$ cat src/tcwave_regs.vh
/*
  register offsets, field positions, reset values and command codes of the
  timer compare and waveform unit.
  assumes: included by the unit's design file only; no process lives here.
*/
`ifndef TCWAVE_REGS_VH
`define TCWAVE_REGS_VH

// byte offsets on the apb bus
`define OFF_CLKCTRL    12'h000
`define OFF_MODECTRL   12'h004
`define OFF_FORCECTRL  12'h008
`define OFF_CMDCTRL    12'h00c
`define OFF_FLAGS      12'h010
`define OFF_INVCTRL    12'h014
`define OFF_COUNTER    12'h020
`define OFF_PERIOD     12'h024
`define OFF_PERIOD_BUFFER     12'h028
`define OFF_CMP0       12'h030
`define OFF_CMPBUF0    12'h040

// reset values
`define RST_CLKCTRL    4'h0
`define RST_MODECTRL   8'h00
`define RST_FORCECTRL  4'h0
`define RST_PERIOD     16'hffff

// clock source codes
`define CLK_OFF        4'h0

// waveform modes
`define WM_NORMAL      3'h0
`define WM_FREQ        3'h1
`define WM_SINGLE      3'h3
`define WM_DSTOP       3'h5
`define WM_DSBOTH      3'h6
`define WM_DSBOTTOM    3'h7

// field positions
`define MODE_EN_LSB    4
`define CMD_UPDATE     0
`define CMD_RESTART    1
`define CMD_RESET      2
`define CMD_LOCK       3
`define FLAG_OVF       0
`define FLAG_ERR       1
`define FLAG_CH_LSB    4

`endif

$ cat src/timer_compare_waveform_unit.v
/*
  16-bit timer counter with four compare channels, prescaler, double
  buffered period and compare values, waveform generation and port override.
  assumes: single pclk domain; event inputs and dma strobes are synchronous to
  pclk; apb master keeps to the standard two phase protocol.
*/
// How it works
// - each channel compares counter with its compare value every timer clock tick.
// - match sets channel flag one tick later and pulses the channel event.
// - buffered compare values load at the mode's update point or on an update command.
// - enabled channel in a waveform mode replaces the port output latch unless its event action is on.
// - pin invert enable drives the inverted waveform onto the pin.
// - frequency mode uses channel a value as top, toggling on each match.
// - frequency mode, no prescale, value zero toggles every peripheral clock.
// - single slope counts bottom to period then restarts, period plus one ticks.
// - single slope output set on compare match, cleared at top.
// - period value sets pwm resolution, from two up to full sixteen bits.
// - dual slope counts up to top, then down to bottom, repeatedly.
// - dual slope output set at bottom, cleared matching up, set matching down.
// - overflow/underflow flag, per channel match flags and capture error flag exist.
// - every flag-raising condition also pulses an event output.
// - overflow flag is a dma request, cleared by dma write to counter or period.
// - channel flag is a dma request, cleared by dma access to its buffer.
// - update command acts like natural update, ignored while lock is set.
// - restart command clears counter, direction and compare outputs at once.
// - reset command restores all registers, accepted only with clock off.
// - clock source: off, prescale 1..1024, or event channel n.
// - mode codes normal, freq, single, three dual slopes; others reserved.
// - with timer off, forced output bits set each channel's waveform output.
`timescale 1ns/1ps
`include "tcwave_regs.vh"

module timer_compare_waveform_unit (
  // apb slave
  input  wire        pclk,
  input  wire        presetn,
  input  wire        psel,
  input  wire        penable,
  input  wire        pwrite,
  input  wire [11:0] paddr,
  input  wire [31:0] pwdata,
  output reg  [31:0] prdata,
  output wire        pready,
  output wire        pslverr,
  // event system
  input  wire [7:0]  event_in,
  output wire        ovf_event,
  output wire [3:0]  match_event,
  // dma
  input  wire        dma_ack_ovf,
  input  wire [3:0]  dma_ack_ch,
  output wire        dma_req_ovf,
  output wire [3:0]  dma_req_ch,
  // port
  input  wire [3:0]  port_out_latch,
  input  wire [3:0]  event_action_on,
  output reg  [3:0]  pin_out
);

  // registers
  reg  [3:0]  clock_source_select_r;
  reg  [2:0]  waveform_mode_select_r;
  reg  [3:0]  channel_output_enable_r;
  reg  [3:0]  forced_output_value_r;
  reg  [3:0]  pin_invert_enable_r;
  reg         lock_update_r;
  reg  [15:0] counter_value_r;
  reg  [15:0] period_value_r;
  reg  [15:0] period_buffer_r;
  reg  [15:0] channel_compare_value_r  [0:3];
  reg  [15:0] channel_compare_buffer_r [0:3];
  reg  [3:0]  waveform_output_r;
  reg         down_r;
  reg  [3:0]  channel_match_flag_r;
  reg         overflow_underflow_flag_r;
  reg         capture_error_flag_r;
  reg  [9:0]  prescale_r;
  reg  [7:0]  event_d_r;
  reg  [3:0]  match_pend_r;
  reg         ovf_pend_r;

  wire        wr_en;
  wire        rd_en;
  wire        tick;
  wire        timer_on;
  wire        dual;
  wire [15:0] top;
  wire        at_top;
  wire        at_bottom;
  wire        upd_natural;
  wire        upd_cmd;
  wire        do_update;
  wire        restart_cmd;
  wire        reset_cmd;
  wire        ovf_cond;
  wire [3:0]  match;

  //////////////////////////////////////////////////////////////////////////
  // apb decode: zero wait states, no error response
  assign pready  = 1'b1;
  assign pslverr = 1'b0;
  assign wr_en   = psel & penable & pwrite;
  assign rd_en   = psel & ~penable & ~pwrite;

  // prescaler tap select, shared by tick generation
  function prescale_hit;
    input [3:0] sel;
    input [9:0] cnt;
    begin
      case (sel[2:0])
        3'h1:    prescale_hit = 1'b1;
        3'h2:    prescale_hit = cnt[0];
        3'h3:    prescale_hit = &cnt[1:0];
        3'h4:    prescale_hit = &cnt[2:0];
        3'h5:    prescale_hit = &cnt[5:0];
        3'h6:    prescale_hit = &cnt[7:0];
        3'h7:    prescale_hit = &cnt[9:0];
        default: prescale_hit = 1'b0;
      endcase
    end
  endfunction

  //////////////////////////////////////////////////////////////////////////
  // timer clock: prescaled pclk or a rising event edge
  assign timer_on = clock_source_select_r != `CLK_OFF;
  assign tick = clock_source_select_r[3] ?
                (event_in[clock_source_select_r[2:0]] & ~event_d_r[clock_source_select_r[2:0]]) :
                prescale_hit(clock_source_select_r, prescale_r);

  always @(posedge pclk or negedge presetn) begin
    if (!presetn) begin
      prescale_r <= 10'h000;
      event_d_r  <= 8'h00;
    end else begin
      event_d_r  <= event_in;
      prescale_r <= timer_on ? prescale_r + 10'h001 : 10'h000;
    end
  end

  //////////////////////////////////////////////////////////////////////////
  // mode decode; reserved codes behave as normal mode but still enable the pin override
  assign dual      = waveform_mode_select_r[2] & (waveform_mode_select_r[1] | waveform_mode_select_r[0]);
  assign top       = (waveform_mode_select_r == `WM_FREQ) ? channel_compare_value_r[0] : period_value_r;
  assign at_top    = counter_value_r == top;
  assign at_bottom = counter_value_r == 16'h0000;
  assign upd_natural = tick & ((waveform_mode_select_r == `WM_SINGLE || dual) ? (at_bottom & down_r | 
                       at_bottom & ~dual) : at_top);
  assign upd_cmd     = wr_en && paddr == `OFF_CMDCTRL && pwdata[`CMD_UPDATE] && !lock_update_r;
  assign do_update   = upd_natural | upd_cmd;
  assign restart_cmd = wr_en && paddr == `OFF_CMDCTRL && pwdata[`CMD_RESTART];
  assign reset_cmd   = wr_en && paddr == `OFF_CMDCTRL && pwdata[`CMD_RESET] && !timer_on;

  // overflow condition per mode
  assign ovf_cond = tick & (
    (waveform_mode_select_r == `WM_SINGLE)   ? at_top :
    (waveform_mode_select_r == `WM_DSTOP)    ? at_top & ~down_r :
    (waveform_mode_select_r == `WM_DSBOTH)   ? (at_top & ~down_r) | (at_bottom & down_r) :
    (waveform_mode_select_r == `WM_DSBOTTOM) ? at_bottom & down_r : at_top);

  //////////////////////////////////////////////////////////////////////////
  // counter and direction
  always @(posedge pclk or negedge presetn) begin
    if (!presetn) begin
      counter_value_r <= 16'h0000;
      down_r          <= 1'b0;
    end else if (reset_cmd || restart_cmd) begin
      counter_value_r <= 16'h0000;
      down_r          <= 1'b0;
    end else if (wr_en && paddr == `OFF_COUNTER) begin
      counter_value_r <= pwdata[15:0];   // bus write beats counting
    end else if (tick) begin
      if (dual) begin
        if (!down_r && at_top) begin
          down_r          <= 1'b1;
          counter_value_r <= counter_value_r - 16'h0001;
        end else if (down_r && at_bottom) begin
          down_r          <= 1'b0;
          counter_value_r <= counter_value_r + 16'h0001;
        end else begin
          counter_value_r <= down_r ? counter_value_r - 16'h0001 : counter_value_r + 16'h0001;
        end
      end else begin
        down_r          <= 1'b0;
        counter_value_r <= at_top ? 16'h0000 : counter_value_r + 16'h0001;
      end
    end
  end

  //////////////////////////////////////////////////////////////////////////
  // compare channels: comparators, buffers, waveform outputs
  genvar g;
  generate
    for (g = 0; g < 4; g = g + 1) begin : chan
      assign match[g] = tick && counter_value_r == channel_compare_value_r[g];

      always @(posedge pclk or negedge presetn) begin
        if (!presetn) begin
          channel_compare_value_r[g]  <= 16'h0000;
          channel_compare_buffer_r[g] <= 16'h0000;
        end else if (reset_cmd) begin
          channel_compare_value_r[g]  <= 16'h0000;
          channel_compare_buffer_r[g] <= 16'h0000;
        end else begin
          if (wr_en && paddr == `OFF_CMPBUF0 + 4 * g)
            channel_compare_buffer_r[g] <= pwdata[15:0];
          if (wr_en && paddr == `OFF_CMP0 + 4 * g)
            channel_compare_value_r[g] <= pwdata[15:0];   // direct write bypasses buffer
          else if (do_update)
            channel_compare_value_r[g] <= channel_compare_buffer_r[g];
        end
      end

      always @(posedge pclk or negedge presetn) begin
        if (!presetn) begin
          waveform_output_r[g] <= 1'b0;
        end else if (reset_cmd || restart_cmd) begin
          waveform_output_r[g] <= 1'b0;
        end else if (!timer_on) begin
          waveform_output_r[g] <= forced_output_value_r[g];
        end else if (tick) begin
          case (waveform_mode_select_r)
            `WM_FREQ:
              if (match[g]) waveform_output_r[g] <= ~waveform_output_r[g];
            `WM_SINGLE:
              if (at_top) waveform_output_r[g] <= 1'b0;
              else if (match[g]) waveform_output_r[g] <= 1'b1;
            `WM_DSTOP, `WM_DSBOTH, `WM_DSBOTTOM:
              if (at_bottom) waveform_output_r[g] <= 1'b1;
              else if (match[g]) waveform_output_r[g] <= down_r;
            default:
              waveform_output_r[g] <= waveform_output_r[g];
          endcase
        end
      end

      // port override, invert applies to the timer's waveform only
      always @(posedge pclk or negedge presetn) begin
        if (!presetn)
          pin_out[g] <= 1'b0;
        else if (channel_output_enable_r[g] && waveform_mode_select_r != `WM_NORMAL && !event_action_on[g])
          pin_out[g] <= waveform_output_r[g] ^ pin_invert_enable_r[g];
        else
          pin_out[g] <= port_out_latch[g];
      end
    end
  endgenerate

  //////////////////////////////////////////////////////////////////////////
  // flags: set wins over clear; match flag lands one tick after the match
  always @(posedge pclk or negedge presetn) begin
    if (!presetn) begin
      match_pend_r              <= 4'h0;
      ovf_pend_r                <= 1'b0;
      channel_match_flag_r      <= 4'h0;
      overflow_underflow_flag_r <= 1'b0;
      capture_error_flag_r      <= 1'b0;
    end else if (reset_cmd) begin
      match_pend_r              <= 4'h0;
      ovf_pend_r                <= 1'b0;
      channel_match_flag_r      <= 4'h0;
      overflow_underflow_flag_r <= 1'b0;
      capture_error_flag_r      <= 1'b0;
    end else begin
      if (tick) begin
        match_pend_r <= match;
        ovf_pend_r   <= ovf_cond;
      end
      channel_match_flag_r <= (channel_match_flag_r &
                               ~(dma_ack_ch | ((wr_en && paddr == `OFF_FLAGS) ? pwdata[7:4] : 4'h0)))
                              | ((tick) ? match_pend_r : 4'h0);
      overflow_underflow_flag_r <= (overflow_underflow_flag_r &
                                    ~(dma_ack_ovf | (wr_en && paddr == `OFF_FLAGS && pwdata[`FLAG_OVF])))
                                   | (tick & ovf_pend_r);
      // no capture path here, so the error flag only clears
      if (wr_en && paddr == `OFF_FLAGS && pwdata[`FLAG_ERR])
        capture_error_flag_r <= 1'b0;
    end
  end

  assign match_event = tick ? match_pend_r : 4'h0;
  assign ovf_event   = tick & ovf_pend_r;
  assign dma_req_ovf = overflow_underflow_flag_r;
  assign dma_req_ch  = channel_match_flag_r;

  //////////////////////////////////////////////////////////////////////////
  // control registers and period buffering
  always @(posedge pclk or negedge presetn) begin
    if (!presetn) begin
      clock_source_select_r   <= `RST_CLKCTRL;
      waveform_mode_select_r  <= 3'h0;
      channel_output_enable_r <= 4'h0;
      forced_output_value_r   <= `RST_FORCECTRL;
      pin_invert_enable_r     <= 4'h0;
      lock_update_r           <= 1'b0;
      period_value_r          <= `RST_PERIOD;
      period_buffer_r         <= `RST_PERIOD;
    end else if (reset_cmd) begin
      clock_source_select_r   <= `RST_CLKCTRL;
      waveform_mode_select_r  <= 3'h0;
      channel_output_enable_r <= 4'h0;
      forced_output_value_r   <= `RST_FORCECTRL;
      pin_invert_enable_r     <= 4'h0;
      lock_update_r           <= 1'b0;
      period_value_r          <= `RST_PERIOD;
      period_buffer_r         <= `RST_PERIOD;
    end else begin
      if (wr_en && paddr == `OFF_CLKCTRL)
        clock_source_select_r <= pwdata[3:0];
      if (wr_en && paddr == `OFF_MODECTRL) begin
        waveform_mode_select_r  <= pwdata[2:0];
        channel_output_enable_r <= pwdata[7:4];
      end
      if (wr_en && paddr == `OFF_FORCECTRL)
        forced_output_value_r <= pwdata[3:0];
      if (wr_en && paddr == `OFF_INVCTRL)
        pin_invert_enable_r <= pwdata[3:0];
      if (wr_en && paddr == `OFF_CMDCTRL)
        lock_update_r <= pwdata[`CMD_LOCK];
      if (wr_en && paddr == `OFF_PERIOD_BUFFER)
        period_buffer_r <= pwdata[15:0];
      if (wr_en && paddr == `OFF_PERIOD)
        period_value_r <= pwdata[15:0];
      else if (do_update)
        period_value_r <= period_buffer_r;
    end
  end

  //////////////////////////////////////////////////////////////////////////
  // read data, captured in the setup phase
  always @(posedge pclk or negedge presetn) begin
    if (!presetn) begin
      prdata <= 32'h00000000;
    end else if (rd_en) begin
      case (paddr)
        `OFF_CLKCTRL:   prdata <= {28'h0000000, clock_source_select_r};
        `OFF_MODECTRL:  prdata <= {24'h000000, channel_output_enable_r, 1'b0, waveform_mode_select_r};
        `OFF_FORCECTRL: prdata <= {28'h0000000, waveform_output_r};
        `OFF_CMDCTRL:   prdata <= {28'h0000000, lock_update_r, 3'h0};
        `OFF_FLAGS:     prdata <= {24'h000000, channel_match_flag_r, 2'h0, capture_error_flag_r,
                                   overflow_underflow_flag_r};
        `OFF_INVCTRL:   prdata <= {28'h0000000, pin_invert_enable_r};
        `OFF_COUNTER:   prdata <= {16'h0000, counter_value_r};
        `OFF_PERIOD:    prdata <= {16'h0000, period_value_r};
        `OFF_PERIOD_BUFFER:    prdata <= {16'h0000, period_buffer_r};
        `OFF_CMP0:                prdata <= {16'h0000, channel_compare_value_r[0]};
        `OFF_CMP0 + 12'h004:      prdata <= {16'h0000, channel_compare_value_r[1]};
        `OFF_CMP0 + 12'h008:      prdata <= {16'h0000, channel_compare_value_r[2]};
        `OFF_CMP0 + 12'h00c:      prdata <= {16'h0000, channel_compare_value_r[3]};
        `OFF_CMPBUF0:             prdata <= {16'h0000, channel_compare_buffer_r[0]};
        `OFF_CMPBUF0 + 12'h004:   prdata <= {16'h0000, channel_compare_buffer_r[1]};
        `OFF_CMPBUF0 + 12'h008:   prdata <= {16'h0000, channel_compare_buffer_r[2]};
        `OFF_CMPBUF0 + 12'h00c:   prdata <= {16'h0000, channel_compare_buffer_r[3]};
        default:        prdata <= 32'h00000000;
      endcase
    end
  end

endmodule

$ cat config.mk
export PLATFORM = sky130hd
export DESIGN_NAME = timer_compare_waveform_unit
export DESIGN_NICKNAME = d
export VERILOG_FILES = /design/src/timer_compare_waveform_unit.v
export VERILOG_INCLUDE_DIRS = /design/src /design/src/src
export SDC_FILE = /design/constraint.sdc
export NUM_CORES = 1
export LEC_CHECK = 0
export ABC_AREA = 1
export BUFFER_PORTS_ARGS = -buffer_cell sky130_fd_sc_hd__buf_2
export CORE_ASPECT_RATIO = 1.4
export CORE_MARGIN = 1.5
export CORE_UTILIZATION = 25
export DETAILED_ROUTE_END_ITERATION = 12
export PLACE_DENSITY = 0.43
export SYNTH_ARGS = -nofsm -noshare
export SYNTH_HDL_FRONTEND = slang
export SYNTH_SLANG_ARGS = --single-unit
$ cat constraint.sdc
create_clock -name pclk -period 7 [get_ports pclk]
set_input_delay 1.05 -clock pclk [delete_from_list [all_inputs] [get_ports pclk]]
set_output_delay 1.05 -clock pclk [all_outputs]
set_load 0.02 [all_outputs]
==> results of run 1 <==
[path summary, 6_finish.rpt]
check	start	end	cells after the start
max	waveform_mode_select_r[2]$_DFFE_PN0P_	channel_compare_value_r[25]$_DFFE_PN0P_	16
min	presetn	prdata[13]$_DFFE_PN0P_	1
max reg2reg	waveform_mode_select_r[2]$_DFFE_PN0P_	channel_compare_value_r[25]$_DFFE_PN0P_	16
min reg2reg	prdata[9]$_DFFE_PN0P_	prdata[9]$_DFFE_PN0P_	2
max in group asynchronous	presetn	counter_value_r[9]$_DFFE_PN0P_	2
min in group pclk	prdata[9]$_DFFE_PN0P_	prdata[9]$_DFFE_PN0P_	2
[flip-flops by register name, summed over array words and instances (netlist names), 3 cells and up]
register                  count
event_d_r                     8
prescale_r                   10
clock_source_select_r         4
waveform_output_r             4
pin_invert_enable_r           4
counter_value_r              16
pin_out                       4
forced_output_value_r         4
waveform_mode_select_r        3
dma_req_ch                    4
period_buffer_r              16
channel_compare_buffer_r     64
channel_compare_value_r      64
channel_output_enable_r       4
period_value_r               16
match_pend_r                  4
prdata                       16
[metrics by stage]
step / cells / power, uW / hold WS, ns / setup WS, ns / util, %
2_1_floorplan: 2235 / 2590 / 0.453 / 3.80 / -
3_3_place_gp: 3042 / 2970 / 0.464 / 2.15 / 27.1
3_5_place_dp: 3042 / 2980 / 0.462 / 2.17 / 27.1
4_1_cts: 3095 / 4570 / 0.478 / 2.31 / 28.7
5_1_grt: 3095 / 4800 / 0.495 / 1.94 / 28.7
6_report: 3096 / 4530 / 0.455 / 2.36 / 28.7
[cells by family after synthesis]
logic type | share of synthesized area [%]
AO/OA/AOI/OAI | 18.4
XOR/XNOR | 3.19
adder cells (fa/ha/maj) | 0.400
buffers and inverters | 11.1
flip-flops | 40.1
other | 0.0480
AND/OR/NAND/NOR | 26.8
[placed cells by master (no fill, tap or decap), types with 7 or more instances in the layout]
cell / count
conb_1: 18
clkbuf_8: 7
dfstp_2: 32
nand3_1: 134
o21ai_1: 8
nand4_1: 47
xor2_1: 52
a211oi_1: 36
buf_4: 21
a31oi_1: 9
nand2_1: 631
nor3_1: 35
clkinv_1: 7
a221oi_1: 25
clkbuf_1: 7
o211ai_1: 54
a21oi_1: 56
buf_2: 82
inv_1: 297
dfrtp_1: 217
o21ai_0: 172
clkbuf_16: 29
nor2_1: 128
o22ai_1: 101
[power groups by stage]
stage	clock (uW)	sequential, uW	combinational (uW)
final	1560	1910	1060
after global routing	1650	1930	1210
after detailed placement	0	1930	1060
after floorplan	0	1730	852
after global placement	0	1930	1050
after CTS	1600	1900	1060
[cell type report]
type | count | area, um2
fill | 6972 | 44200
inverter | 309 | 1160
tap | 825 | 1030
clock inverter | 10 | 113
multi-input combinational | 1554 | 7710
antenna | 1 | 2.50
timing repair buffer | 105 | 603
clock buffer | 43 | 848
sequential | 249 | 6270
[layer usage]
layer | share of wire (%) | global-route usage (%) | routed length (um) | vias up
met2 | 50 | 35.2 | 32100 | 477
met3 | 4.0 | 1.63 | 2550 | 133
met4 | 5.4 | 10.4 | 3480 | 0
met5 | 0 | 0 | 0 | -
met1 | 41 | 23.7 | 26100 | 7525
li1 | - | - | - | 7376
==> flow_summary.yaml, run 1 <==
outcome:
  status: "completed"
power_and_ir_drop:
  clkPwrFrac_pct: 34.5
  p_leak_uw: 0.00873
  sequentialPowerShare_pct: 42.2
  power_switching_uw: 1650
  power_switching_share_pct: 36.3
  power_frac_comb_pct: 23.3
  internal_power_uw: 2890
  irDropWorstVdd_uv: 209
  p_per_area_nw_per_um2: 256
yosys:
  yosysTopAreaCell: "dfrtp_1"
  yosysWarnings: 0
  synth.most_common_cell: "nand2_1"
  netlist_top_cells_count: "nand2_1 (631), inv_1 (297), dfrtp_1 (217)"
  netlist_instances: 2219
  synth_edf_count: 0
  ys_seq_elements: 249
  synth-seq-area-share_pct: 40.1
  synth_area_leaders: "dfrtp_1 (35%), nand2_1 (15%), inv_1 (7.1%)"
  synth_area_um2: 15600
  netlist.area_leader.share_pct: 34.7
  synth_cell_types: 44
  synthesis.area_per_instance_um2: 7.04
  synthArstFlopShare_pct: 100
  synth_top_flop_cell: "dfrtp_1"
setup_path:
  required_ns: 7.46
  arrival_ns: 5.10
  crit_path_start_kind: "flop"
  crit_slowest_cell: "nand3_1"
  reg2reg_slack_ns: 2.36
  end_kind: "flop"
  path_delay_family: "simple AND/OR/NAND/NOR gates"
  worst_path_largest_cell_delay_ns: 0.94
  critPathKind: "reg2reg"
  worstPathCellList: "inv_1 -> nand3_2 -> nand2_1 -> o21ai_0 -> nand2_1 -> nand2_1 -> nor2_1 -> nand2_1 -> nor2_1 -> buf_4 -> nand2_1 -> nand2_1 -> nand3_2 -> nand3_1 -> nand2_1 -> o21ai_0"
  path_common_cell: "nand2_1"
  path_max_fanout: 30
  crit_buf_inv: 2
clock_tree:
  cts_setup_buffers: 0
  root_buffer: "clkbuf_16"
  clock_latency_ns: 0.58
  path_clk_slew_ns: 0.06
  htree_levels: 1
  cts_sinks: 249
  cts_buffer_depth: 3
  cts-buffers-inserted: 29
  holdBufCountCts: 0
  cts-resized-gates: 0
  cts_tree: "yes"
floorplanning:
  initial_core_util_pct: 25.3
  rows: 108
  io_pins: 118
  dieArea_um2: 64100
  die_h_um: 299
  dieWidth_um: 214
  core_area_um2: 61900
timing:
  tns_ns: 0
  hold_viol: 0
  setup_violations: 0
  rsz0062_at_grt: "no"
  finalMaxSlewViolations: 0
  worst_pin_slew_ns: 1.17
  period_share_pct: 66.4
  skew_ns: 0.0149
  period_needed_ns: 4.64
  max_slew_margin_pct: 21.8
  fmax_mhz: 215
placed_design:
  gp_congestion: 0.944
  port_buffers: 83
  dpl_cell_area_um2: 16800
  hpwl_mm: 49.2
detailed_routing:
  drtPass1Iterations: 5
  wl_per_cell_um: 20.7
  vias_per_cell: 5.01
  drtAntennaViolNets: 0
  drt_iter0_drc: 1229
  vias: 15500
  drc: 0
  drt-total-wl_mm: 64.2
layout:
  area_growth_pct: 13.5
  final_area_um2: 17700
  fin_nets: 2323
  drive_gt1_share_pct: 8.94
global_routing:
  grt_max_degree: 168
  antenna_found_initial: 0
  grt_first_pass_wirelength_mm: 96.9
  grt_overflow_total: 0
  grt_pass1_vias: 15300
  grt.total_usage_pct: 19.8
job:
  drv_cap: 0
min_path:
  hold_path.class: "in2async"
Note: power is estimated with default switching activity, not from simulation.
==> run 2, diff against run 1 <==
clock period = 4.5 ns   (was 7 ns; I/O delays follow)
==> run 2 against run 1 <==
Against the previous run: worst setup slack worse by 1.8 ns; register-to-register slack worse by 1.6 ns; die area unchanged; largest power group unchanged; largest cell class unchanged; flip-flop and latch count is the same; critical endpoint is now match_event[2]; global-route usage up 0.22 points; highest routed layer unchanged; first-iteration DRC count hardly changed; cell area is 1.1% higher; cell count increased by 0.87%; sequential power increased by 51%.
==> flow_summary.yaml, run 2 (same netlist as run 1, synthesis figures left out) <==
timing:
  period_needed_ns: 3.94
  period_share_pct: 87.6
  rsz0062_at_grt: "no"
  tns_ns: 0
  fin_ws_ns: 0.560
  setup_violations: 0
  max_slew_margin_pct: 41.9
  hold_viol: 0
  worst_pin_slew_ns: 0.871
  skew_ns: 0.0336
  finalMaxSlewViolations: 0
  fmax_mhz: 254
placed_design:
  dp_slack_ns: 0.665
  hpwl_mm: 50.5
  dpl_cell_area_um2: 17000
  port_buffers: 83
  gp_congestion: 0.962
floorplanning:
  dieWidth_um: 214
  dieArea_um2: 64100
  die_h_um: 299
  core_area_um2: 61900
  initial_core_util_pct: 25.3
  rows: 108
  io_pins: 118
power_and_ir_drop:
  p_leak_uw: 0.00886
  power_uw: 7120
  irDropWorstVdd_uv: 282
  p_per_area_nw_per_um2: 397
layout:
  final_common_cell: "nand2_1"
  area_growth_pct: 14.8
  layout_common_cells: "nand2_1 (631), inv_1 (297), dfrtp_1 (217)"
  top_regs: "channel_compare_buffer_r x64, channel_compare_value_r x64"
  fillCellCount: 6933
  num_antenna_cells: 0
  drive_gt1_share_pct: 10.2
  final_area_um2: 17900
  fin_nets: 2350
detailed_routing:
  drtPass1Iterations: 6
  drt-total-wl_mm: 64.8
  vias_per_cell: 4.98
  wl_per_cell_um: 20.8
  drt_iter0_drc: 1228
  drc: 0
  drtAntennaViolNets: 0
  vias: 15500
global_routing:
  grt.total_usage_pct: 20.0
  grt_overflow_total: 0
  antenna_found_initial: 1
  grt_pass1_vias: 15300
  grt_first_pass_wirelength_mm: 97.6
  grt_max_degree: 101
setup_path:
  crit_path_start_kind: "flop"
  critPathKind: "reg2out"
  reg2reg_slack_ns: 0.77
  arrival_ns: 3.27
  reg2reg_depth: 16
  end_kind: "primary output"
  r2r-start: "waveform_mode_select_r[2]$_DFFE_PN0P_"
  required_ns: 3.83
  path_max_fanout: 11
  r2r-end: "channel_compare_value_r[15]$_DFFE_PN0P_"
clock_tree:
  cts-resized-gates: 0
  cts_setup_buffers: 0
  cts_tree: "yes"
  holdBufCountCts: 0
  clock_latency_ns: 0.59
  cts_sinks: 249
  cts_buffer_depth: 3
  cts-buffers-inserted: 29
  path_clk_slew_ns: 0.07
  htree_levels: 1
  root_buffer: "clkbuf_16"
min_path:
  hold_path.class: "in2async"
outcome:
  status: "completed"
job:
  drv_cap: 0
-- run 2: cell type report --
type                            count  area [um2]  area share (%)
Sequential cell                   249        6270            35.0
Multi-Input combinational cell   1554        7700            42.9
Timing Repair Buffer              132         806            4.49
Inverter                          309        1160            6.47
Tap cell                          825        1030            5.75
Clock inverter                     19         193            1.07
Clock buffer                       35         778            4.34
-- run 2: per-stage QoR --
stage	cells	utilization (%)	hold WS (ns)
6_report	3123	29.0	0.0862
3_3_place_gp	3069	27.4	0.462
2_1_floorplan	2235	-	0.379
4_1_cts	3123	29.0	0.147
5_1_grt	3123	29.0	0.148
3_5_place_dp	3069	27.4	0.461
-- run 2: per-layer routing --
metal | GRT usage, % | wire length, um
met2 | 36.1 | 32800
met4 | 10.4 | 3460
met5 | 0 | 0
met3 | 1.68 | 2610
met1 | 23.6 | 26000
-- run 2: worst max-delay path, stage by stage (launching register included) --
cell and delay (ns):
dfrtp_1 0.50, inv_1 0.19, nor2_1 0.35, nand2_1 0.09, nand4_1 0.10, nand4_1 0.09
o211ai_1 0.45, nand2_1 0.39, nor2_1 0.30, buf_2 0.21
-- run 2: how the worst max path moves through the flow --
| stage | endpoint | cells after the start | startpoint |
|---|---|---|---|
| after floorplan | match_event[0] | 12 | prescale_r[0]$_DFF_PN0_ |
| after detailed placement | counter_value_r[3]$_DFFE_PN0P_ | 14 | paddr[11] |
| after CTS | match_event[2] | 9 | clock_source_select_r[0]$_DFFE_PN0P_ |
| final | match_event[2] | 9 | clock_source_select_r[0]$_DFFE_PN0P_ |
| after global placement | counter_value_r[3]$_DFFE_PN0P_ | 14 | paddr[11] |
| after global routing | match_event[3] | 9 | clock_source_select_r[0]$_DFFE_PN0P_ |
-- run 2: report_power, final --
| part | internal, uW | total, uW | leakage, uW | switching (uW) |
|---|---|---|---|---|
| Sequential | 2510 | 2880 | 0.00287 | 366 |
| Clock | 1370 | 2470 | 0.000466 | 1100 |
| Combinational | 591 | 1780 | 0.00553 | 1190 |
